--- src/inc/rjb_pkg.sv ---
// Constants and carrier types shared by the jitter buffer PDV control.
// Assumes one receive clock; TDM read pointer and bus timestamp are on it.
//
// Overview of operation
// - Buffer position of each packet follows its remote RTP timestamp.
// - Sample-count changes up to max payload are absorbed, not seen as PDV.
// - PDV window equals max used samples; hardware adds payload size minus one.
// - Lead below max payload minus sample count declares underrun; pointer goes to read pointer plus underrun lead.
// - Lead above max used declares overrun; pointer goes to read pointer plus overrun lead.
// - First packet on the structure uses the initial lead.
// - Every slip updates the accumulated slip offset unless its freeze bit is set.
// - Samples emerge at the desired remote-local delta plus the slip offset.
// - Running minimum of remote-minus-local delta is kept.
// - Running maximum of remote-minus-local delta is kept.
// - One-shot request clears offset and slips on the next packet.
// - Marker request clears offset on the next packet with marker set.
// - Loss request clears offset on first packet after a long enough gap.
// - Always-reset writes at exactly desired delta and never alters offset.
// - Overrun freeze keeps offset unchanged; only an event is reported.
// - Underrun freeze keeps offset unchanged; only an event is reported.
// - Bus timestamp at processing time is stored for every packet.
// - Many channels share one structure; any slip applies to all.
// - Offset counts overruns positive and underruns negative.
// - Gap code 0 to 7 maps to 16 up to 2048 frames.
// - Request bits clear themselves once the delta has been applied.
// - Delta is remote timestamp minus local bus timestamp.
package rjb_pkg;

    localparam int PTR_W    = 12;
    localparam int TS_W     = 32;
    localparam int NSAMP_W  = 11;
    localparam int CHAN_W   = 10;
    localparam int GAP_W    = 3;
    localparam int FIFO_DEPTH = 8;

    // Silence threshold for code 000, doubled per code step
    localparam logic [TS_W-1:0] GAP_BASE_FRAMES = 32'h0000_0010;

    // Values after reset
    localparam logic [TS_W-1:0] OFFSET_RESET = 32'h0000_0000;
    localparam logic [TS_W-1:0] MIN_RESET    = 32'h7FFF_FFFF;
    localparam logic [TS_W-1:0] MAX_RESET    = 32'h8000_0000;

    typedef struct packed {
        logic [CHAN_W-1:0]  chan;
        logic [TS_W-1:0]    remote_ts;
        logic [NSAMP_W-1:0] nsamp;
        logic               marker;
    } rjb_pkt_t;

    typedef struct packed {
        logic [TS_W-1:0]    desired_delta;
        logic [PTR_W-1:0]   max_used;
        logic [NSAMP_W-1:0] max_payload;
        logic [PTR_W-1:0]   underrun_lead;
        logic [PTR_W-1:0]   overrun_lead;
        logic [PTR_W-1:0]   init_lead;
        logic               freeze_offset_on_overrun;
        logic               freeze_offset_on_underrun;
        logic               always_reset;
        logic [GAP_W-1:0]   gap_code;
    } rjb_cfg_t;

    typedef struct packed {
        logic [CHAN_W-1:0]  chan;
        logic [PTR_W-1:0]   wr_ptr;
        logic [NSAMP_W-1:0] nsamp;
    } rjb_wr_t;

    typedef struct packed {
        logic underrun;
        logic overrun;
        logic first;
        logic offset_reset;
    } rjb_ev_t;

endpackage

--- src/verilog/rjb_pdv_ctrl.sv ---
// Receive-side PDV control for one shared absorption structure.
// Assumes packet descriptors, TDM read pointer and bus timestamp share sys_clk.
module rjb_pdv_ctrl
    import rjb_pkg::*;
(
    // Clock and reset
    input  wire logic                   sys_clk,
    input  wire logic                   rst_n,
    // Packets from disassembly
    input  wire logic                   pkt_valid,
    input  wire rjb_pkt_t               pkt,
    output logic                        pkt_ready,
    // Configuration
    input  wire rjb_cfg_t               cfg,
    // Software requests, one-cycle set pulses
    input  wire logic                   reset_offset_next_packet,
    input  wire logic                   reset_offset_on_marker,
    input  wire logic                   reset_offset_after_gap,
    input  wire logic                   clear_diag,
    // TDM read side
    input  wire logic [PTR_W-1:0]       rd_ptr,
    input  wire logic [TS_W-1:0]        bus_ts,
    // Write command
    output logic                        wr_valid,
    output rjb_wr_t                     wr,
    // Events, one-cycle pulses
    output rjb_ev_t                     ev,
    // Shared structure state
    output logic signed [TS_W-1:0]      slip_offset,
    output logic signed [TS_W-1:0]      min_delta,
    output logic signed [TS_W-1:0]      max_delta,
    output logic [TS_W-1:0]             last_bus_ts,
    output logic [2:0]                  req_pending,
    output logic                        init_done
);
    // ------------------------------------------------------------
    // State
    // ------------------------------------------------------------
    typedef enum logic {
        S_IDLE,
        S_EVAL
    } rjb_phase_t;

    typedef struct packed {
        rjb_phase_t              phase;
        rjb_pkt_t                pkt;
        logic [TS_W-1:0]         ts_cap;
        logic [PTR_W-1:0]        rd_cap;
        logic                    init_done;
        logic signed [TS_W-1:0]  off;
        logic signed [TS_W-1:0]  dmin;
        logic signed [TS_W-1:0]  dmax;
        logic [2:0]              req;
        logic [TS_W-1:0]         next_exp;
        logic                    have_exp;
        logic [TS_W-1:0]         last_bus_ts;
        logic                    wr_valid;
        rjb_wr_t                 wr;
        rjb_ev_t                 ev;
    } rjb_st_t;

    rjb_st_t st;
    rjb_st_t next_st;

    // ------------------------------------------------------------
    // Input buffering
    // ------------------------------------------------------------
    logic     q_valid;
    rjb_pkt_t q_pkt;
    logic     q_ready;

    rjb_fifo #(
        .W     ($bits(rjb_pkt_t)),
        .DEPTH (FIFO_DEPTH)
    ) u_fifo (
        .sys_clk   (sys_clk),
        .rst_n     (rst_n),
        .in_valid  (pkt_valid),
        .in_data   (pkt),
        .in_ready  (pkt_ready),
        .out_valid (q_valid),
        .out_data  (q_pkt),
        .out_ready (q_ready)
    );

    // Evaluation takes two cycles per packet, so the FIFO absorbs bursts
    assign q_ready = (st.phase == S_IDLE);

    logic gap_big;

    rjb_gap_detect u_gap (
        .remote_ts   (st.pkt.remote_ts),
        .expected_ts (st.next_exp),
        .gap_code    (cfg.gap_code),
        .gap_big     (gap_big)
    );

    // ------------------------------------------------------------
    // Evaluation arithmetic
    // ------------------------------------------------------------
    logic signed [TS_W-1:0] delta;
    logic signed [TS_W-1:0] desired;
    logic signed [TS_W-1:0] off_base;
    logic signed [TS_W-1:0] lead_nom;
    logic signed [TS_W-1:0] lead;
    logic signed [TS_W-1:0] nsamp_s;
    logic signed [TS_W-1:0] lead_floor;
    logic                   hit_rso;
    logic                   hit_rsm;
    logic                   hit_rsl;
    logic                   hit_any;
    logic                   under;
    logic                   over;

    always_comb begin
        desired = $signed(cfg.desired_delta);
        nsamp_s = $signed({{(TS_W-NSAMP_W){1'b0}}, st.pkt.nsamp});
        delta   = $signed(st.pkt.remote_ts - st.ts_cap);
        hit_rso = st.req[0];
        hit_rsm = st.req[1] && st.pkt.marker;
        hit_rsl = st.req[2] && st.have_exp && gap_big;
        hit_any = hit_rso || hit_rsm || hit_rsl;
        off_base = hit_any ? $signed(OFFSET_RESET) : st.off;
        lead_nom = delta - desired - off_base;
        // room for the longest expected payload
        lead_floor = $signed({{(TS_W-NSAMP_W){1'b0}}, cfg.max_payload}) - nsamp_s;
        under = (lead_nom < lead_floor);
        over  = (lead_nom + nsamp_s - 1) > $signed({{(TS_W-PTR_W){1'b0}}, cfg.max_used});
    end

    // ------------------------------------------------------------
    // Next state
    // ------------------------------------------------------------
    always_comb begin
        next_st          = st;
        next_st.wr_valid = 1'b0;
        next_st.ev       = '0;
        lead             = lead_nom;
        case (st.phase)
            S_IDLE: begin
                if (q_valid) begin
                    next_st.pkt    = q_pkt;
                    next_st.ts_cap = bus_ts;
                    next_st.rd_cap = rd_ptr;
                    next_st.phase  = S_EVAL;
                end
            end
            S_EVAL: begin
                next_st.phase = S_IDLE;
                if (cfg.always_reset) begin
                    lead = delta - desired;
                end else if (!st.init_done) begin
                    lead = $signed({{(TS_W-PTR_W){1'b0}}, cfg.init_lead});
                    next_st.off = delta - desired - lead;
                    next_st.ev.first = 1'b1;
                end else if (under) begin
                    lead = $signed({{(TS_W-PTR_W){1'b0}}, cfg.underrun_lead});
                    next_st.ev.underrun = 1'b1;
                    next_st.off = cfg.freeze_offset_on_underrun ? off_base
                                                                : delta - desired - lead;
                end else if (over) begin
                    lead = $signed({{(TS_W-PTR_W){1'b0}}, cfg.overrun_lead});
                    next_st.ev.overrun = 1'b1;
                    next_st.off = cfg.freeze_offset_on_overrun ? off_base
                                                               : delta - desired - lead;
                end else begin
                    next_st.off = off_base;
                end
                next_st.init_done = 1'b1;
                // position from timestamp, wraps on buffer size
                next_st.wr.wr_ptr = st.rd_cap + lead[PTR_W-1:0];
                next_st.wr.chan   = st.pkt.chan;
                next_st.wr.nsamp  = st.pkt.nsamp;
                next_st.wr_valid  = 1'b1;
                next_st.ev.offset_reset = hit_any && !cfg.always_reset;
                if (!cfg.always_reset) begin
                    next_st.req = st.req & ~{hit_rsl, hit_rsm, hit_rso};
                end
                if (delta < st.dmin) begin
                    next_st.dmin = delta;
                end
                if (delta > st.dmax) begin
                    next_st.dmax = delta;
                end
                next_st.next_exp = st.pkt.remote_ts
                                 + {{(TS_W-NSAMP_W){1'b0}}, st.pkt.nsamp};
                next_st.have_exp = 1'b1;
                next_st.last_bus_ts = st.ts_cap;
            end
            default: begin
                next_st.phase = S_IDLE;
            end
        endcase
        if (clear_diag) begin
            next_st.dmin = $signed(MIN_RESET);
            next_st.dmax = $signed(MAX_RESET);
        end
        // New requests win over the hardware clear in the same cycle
        next_st.req = next_st.req | {reset_offset_after_gap,
                                     reset_offset_on_marker,
                                     reset_offset_next_packet};
    end

    always_ff @(posedge sys_clk) begin
        if (!rst_n) begin
            st       <= '0;
            st.phase <= S_IDLE;
            st.off   <= $signed(OFFSET_RESET);
            st.dmin  <= $signed(MIN_RESET);
            st.dmax  <= $signed(MAX_RESET);
        end else begin
            st <= next_st;
        end
    end

    // ------------------------------------------------------------
    // Outputs
    // ------------------------------------------------------------
    assign wr_valid    = st.wr_valid;
    assign wr          = st.wr;
    assign ev          = st.ev;
    assign slip_offset = st.off;
    assign min_delta   = st.dmin;
    assign max_delta   = st.dmax;
    assign last_bus_ts = st.last_bus_ts;
    assign req_pending = st.req;
    assign init_done   = st.init_done;
endmodule // rjb_pdv_ctrl

--- src/verilog/rjb_fifo.sv ---
// Packet descriptor FIFO in front of the PDV evaluation.
// Assumes single clock; in_ready is registered, so writers see it one cycle late-safe.
module rjb_fifo
    import rjb_pkg::*;
#(
    parameter int W     = 8,
    parameter int DEPTH = 8
) (
    // Clock and reset
    input  wire logic         sys_clk,
    input  wire logic         rst_n,
    // Fill side
    input  wire logic         in_valid,
    input  wire logic [W-1:0] in_data,
    output logic              in_ready,
    // Drain side
    output logic              out_valid,
    output logic [W-1:0]      out_data,
    input  wire logic         out_ready
);
    localparam int AW = $clog2(DEPTH);

    typedef struct packed {
        logic [AW-1:0] wp;
        logic [AW-1:0] rp;
        logic [AW:0]   cnt;
        logic          rdy;
    } rjb_fifo_st_t;

    rjb_fifo_st_t st;
    rjb_fifo_st_t next_st;
    logic [W-1:0] mem [DEPTH];
    logic         push;
    logic         pop;

    assign push      = in_valid && st.rdy;
    assign pop       = out_valid && out_ready;
    assign out_valid = (st.cnt != '0);
    assign out_data  = mem[st.rp];
    assign in_ready  = st.rdy;

    always_comb begin
        next_st = st;
        if (push) begin
            next_st.wp = st.wp + 1'b1;
        end
        if (pop) begin
            next_st.rp = st.rp + 1'b1;
        end
        next_st.cnt = st.cnt + {{AW{1'b0}}, push} - {{AW{1'b0}}, pop};
        next_st.rdy = (next_st.cnt < (AW+1)'(DEPTH));
    end

    always_ff @(posedge sys_clk) begin
        if (!rst_n) begin
            st     <= '0;
            st.rdy <= 1'b1;
        end else begin
            st <= next_st;
        end
        if (push) begin
            mem[st.wp] <= in_data;
        end
    end
endmodule // rjb_fifo

--- src/verilog/rjb_gap_detect.sv ---
// Silence gap detector: compares timestamp jump with a power-of-two threshold.
// Purely combinational; caller qualifies the result with a valid expectation.
module rjb_gap_detect
    import rjb_pkg::*;
(
    // Timestamps
    input  wire logic [TS_W-1:0]  remote_ts,
    input  wire logic [TS_W-1:0]  expected_ts,
    // Threshold code
    input  wire logic [GAP_W-1:0] gap_code,
    // Result
    output logic                  gap_big
);
    logic signed [TS_W-1:0] lost;
    logic        [TS_W-1:0] thr;

    assign thr  = GAP_BASE_FRAMES << gap_code;
    assign lost = $signed(remote_ts - expected_ts);
    assign gap_big = (lost > 0) && ($unsigned(lost) >= thr);
endmodule // rjb_gap_detect

--- config.mk ---
export PLATFORM = sky130hd
export DESIGN_NAME = rjb_pdv_ctrl
export DESIGN_NICKNAME = d
export VERILOG_FILES = /design/src/inc/rjb_pkg.sv /design/src/verilog/rjb_pdv_ctrl.sv /design/src/verilog/rjb_fifo.sv /design/src/verilog/rjb_gap_detect.sv
export SDC_FILE = /design/constraint.sdc
export NUM_CORES = 2
export LEC_CHECK = 0
export ABC_CLOCK_PERIOD_IN_PS = 16850
export BUFFER_PORTS_ARGS = -buffer_cell sky130_fd_sc_hd__buf_2
export CORE_UTILIZATION = 37
export DETAILED_ROUTE_END_ITERATION = 7
export GPL_ROUTABILITY_DRIVEN = 0
export GPL_TIMING_DRIVEN = 0
export SYNTH_ARGS = -nofsm -noshare
export SYNTH_HDL_FRONTEND = slang
export SYNTH_SLANG_ARGS = --single-unit
--- constraint.sdc ---
create_clock -name sys_clk -period 16.85 [get_ports sys_clk]
set_input_delay 0 -clock sys_clk [delete_from_list [all_inputs] [get_ports sys_clk]]
set_output_delay 0 -clock sys_clk [all_outputs]
set_load 0.005 [all_outputs]
==> impl_metrics.ini <==
[die]
num_rows = 128
dieWidth_um = 353.0
die_h_um = 353.0
start_util_pct = 37.35
die-area_um2 = 124600
io_pins = 373
core-area_um2 = 122000

[sta]
max_slew_margin_pct = 7.439
tightest_slew_ns = 1.374
tns_ns = 0
setup_viol = 0
setup_slack_ns = 0.5632
max_freq_mhz = 61.40
finClkSkew_ns = 0.05704
hold_viol = 0
fin_crit_ns = 16.29
whs_ns = 0.05069
fin_crit_sh_pct = 96.66
rsz0062_at_grt = no
drv_slew = 0

[worst_hold_path]
hold_depth = 6
hold_path_end = slip_offset[4]
hold_path_startpoint = cfg[9]
min_path_type = in2reg

[clock_tree]
clock_path_buffers = 3
post_cts_buffers = 0
cts_tree = built
insertion_delay_ns = 0.73
htreeDepth = 3
cts_root_buf = clkbuf_16
cts.sinks = 747
path_clk_slew_ns = 0.06
cts_made_buffers = 79

[job]
maxCapViolations = 0

[yosys]
synth.distinct_cells = 108
synthFlopType = edfxtp_1
netlist.top_cell.by_area = edfxtp_1
syn_avg_cell_area_um2 = 10.13
synth_area_leaders = edfxtp_1, dfxtp_1, ha_1
ys_top_cells_by_count = edfxtp_1, nor2_1, inv_1
synth.top_cell.area_share_pct = 28.46
synth_most_common_cell = edfxtp_1
async_reset_ff_share_pct = 0
ys_ff_latch = 747
synth_nets = 5054
postSynthCellCount = 4500
syn_area_um2 = 45590
ys_seq_area_share_pct = 42.29
synth_edf_count = 432
ys_warn_count = 0

[cells_and_area]
syn2layout_area_growth_pct = 18.92
design_area_um2 = 54210
nets = 5675
drive_gt1_share_pct = 17.74

[routing]
drc_errors = 0
vias_per_cell = 5.446
vias = 37120
wl_um = 152600
ant_nets = 0
dr.pass1.iters = 8
drt_iter0_drc = 3329
wl_per_cell_um = 22.38

[global_routing]
grt_overflow = 0
grt_usage_pct = 23.87
antenna_found_initial = 14
grt_max_degree = 26
grt_pass1_vias = 35691
grt_pass1_wl_um = 225000

[critical_path]
crit_family = compound AO/OA/AOI/OAI gates
r2r_setup_slack_ns = 0.56
cpMostUsedCell = a21oi_1
startpoint_type = register
path_class = reg2reg
cpPeakStageDelay_ns = 0.71
cp.depth = 64
reg2regPathDepth = 64
cp.arrival_ns = 16.87
cp_max_fo = 10
cp_data_required_time_ns = 17.43
slowest_stage = dfxtp_1
critPathBufInv = 6
end_kind = register
r2r_end = wr[22]
r2r-start = st[215]

[place]
placed_area_um2 = 50110
portBuffers = 371
place_hpwl_um = 119100
place_ws_ns = 0.1218

[run_status]
run_status = complete, no violations
## cell families (layout without fill, tap and decap cells)
| kind of cell | Yosys count | after routing | synth area share (%) |
|---|---|---|---|
| buffers and inverters | 711 | 1398 | 7.334 |
| and+or+nand+nor | 1144 | 1144 | 11.66 |
| muxes | 315 | 315 | 9.895 |
| adders and majority gates | 352 | 352 | 9.859 |
| other | 0 | 4 | 0 |
| AOI/OAI and AO/OA | 1028 | 1028 | 15.03 |
| xor gates and xnor gates | 203 | 203 | 3.930 |
| DFF | 747 | 747 | 42.29 |
## through the flow
stage	utilization, %	cells
4_1_cts	44.35	6812
6_report	44.42	6816
3_5_place_dp	41.06	6551
5_1_grt	44.42	6816
3_3_place_gp	40.54	6496
2_1_floorplan	-	4500
## per-layer routing
metal / track usage (%) / up-vias / wire length (um)
met5: 0 / - / 35
met4: 9.879 / 6 / 6851
met3: 4.119 / 301 / 10950
met2: 39.52 / 1417 / 71500
met1: 30.75 / 17952 / 63210
li1: - / 17444 / -
## cell type report
cell class | instances | area, um^2
clock buffer | 114 | 2248
tap | 1625 | 2033
fill | 11628 | 67820
antenna | 4 | 10.01
buffer | 333 | 1933
clock inverter | 33 | 628.1
sequential | 747 | 19280
multi-input combinational | 3042 | 23070
timing repair buffer | 540 | 3587
inverter | 378 | 1421
## worst min-delay path, delay by kind of cell
kind            cells  cell delay (ns)
fa+ha+maj           1             0.16
compound gates      2             0.18
xor+xnor            1             0.15
buf+inv             2             0.22
## layout by cell type (no fill, tap or decap), types with 25 or more instances in the layout
cell | Yosys | final
dfxtp_1 | 315 | 315
dlygate4sd3_1 | 0 | 114
a21oi_1 | 291 | 289
nand2_1 | 323 | 323
and3_1 | 25 | 25
mux4_2 | 108 | 108
o21a_1 | 61 | 61
o21bai_1 | 29 | 29
nor3_1 | 60 | 57
clkbuf_1 | 121 | 142
nand4_1 | 43 | 43
buf_1 | 28 | 25
nand3_1 | 49 | 49
xor2_1 | 68 | 66
nor2_1 | 405 | 404
ha_1 | 340 | 340
nand2b_1 | 48 | 48
o211ai_1 | 31 | 31
inv_1 | 373 | 373
clkbuf_16 | 0 | 79
buf_4 | 169 | 187
edfxtp_1 | 432 | 432
xnor2_1 | 134 | 133
a21o_1 | 84 | 84
buf_6 | 3 | 30
buf_2 | 12 | 383
a31oi_1 | 30 | 30
a211oi_1 | 105 | 104
mux2i_1 | 202 | 201
o21ai_0 | 161 | 161
nor2b_1 | 41 | 41
or3_1 | 37 | 37
## worst max path at each step
stage / endpoint / start
global placement: wr[22] / st[259]
CTS: wr[22] / st[259]
finish: wr[22] / st[215]
global route: wr[22] / st[215]
detailed placement: wr[22] / st[259]
floorplan: wr[22] / st[259]
## timing repair
item	4_1_cts	5_1_grt
hold buffers	114	0
endpoints found under the hold margin	503	0
resized for setup	0	20
setup endpoints to repair	0	3
## flip-flops by register name (all words and copies together) (netlist names), named ones only
signal / flops
ev: 4
last_bus_ts: 32
max_delta: 32
min_delta: 32
nsamp_s: 11
req_pending: 3
slip_offset: 32
st: 121
u_fifo.in_ready: 1
u_fifo.mem: 432
u_fifo.st: 10
wr: 33
wr_valid: 1
Power is left out: the tool's default activity adds up to more than one toggle a clock period on the data nets, which glitch-free logic cannot reach.
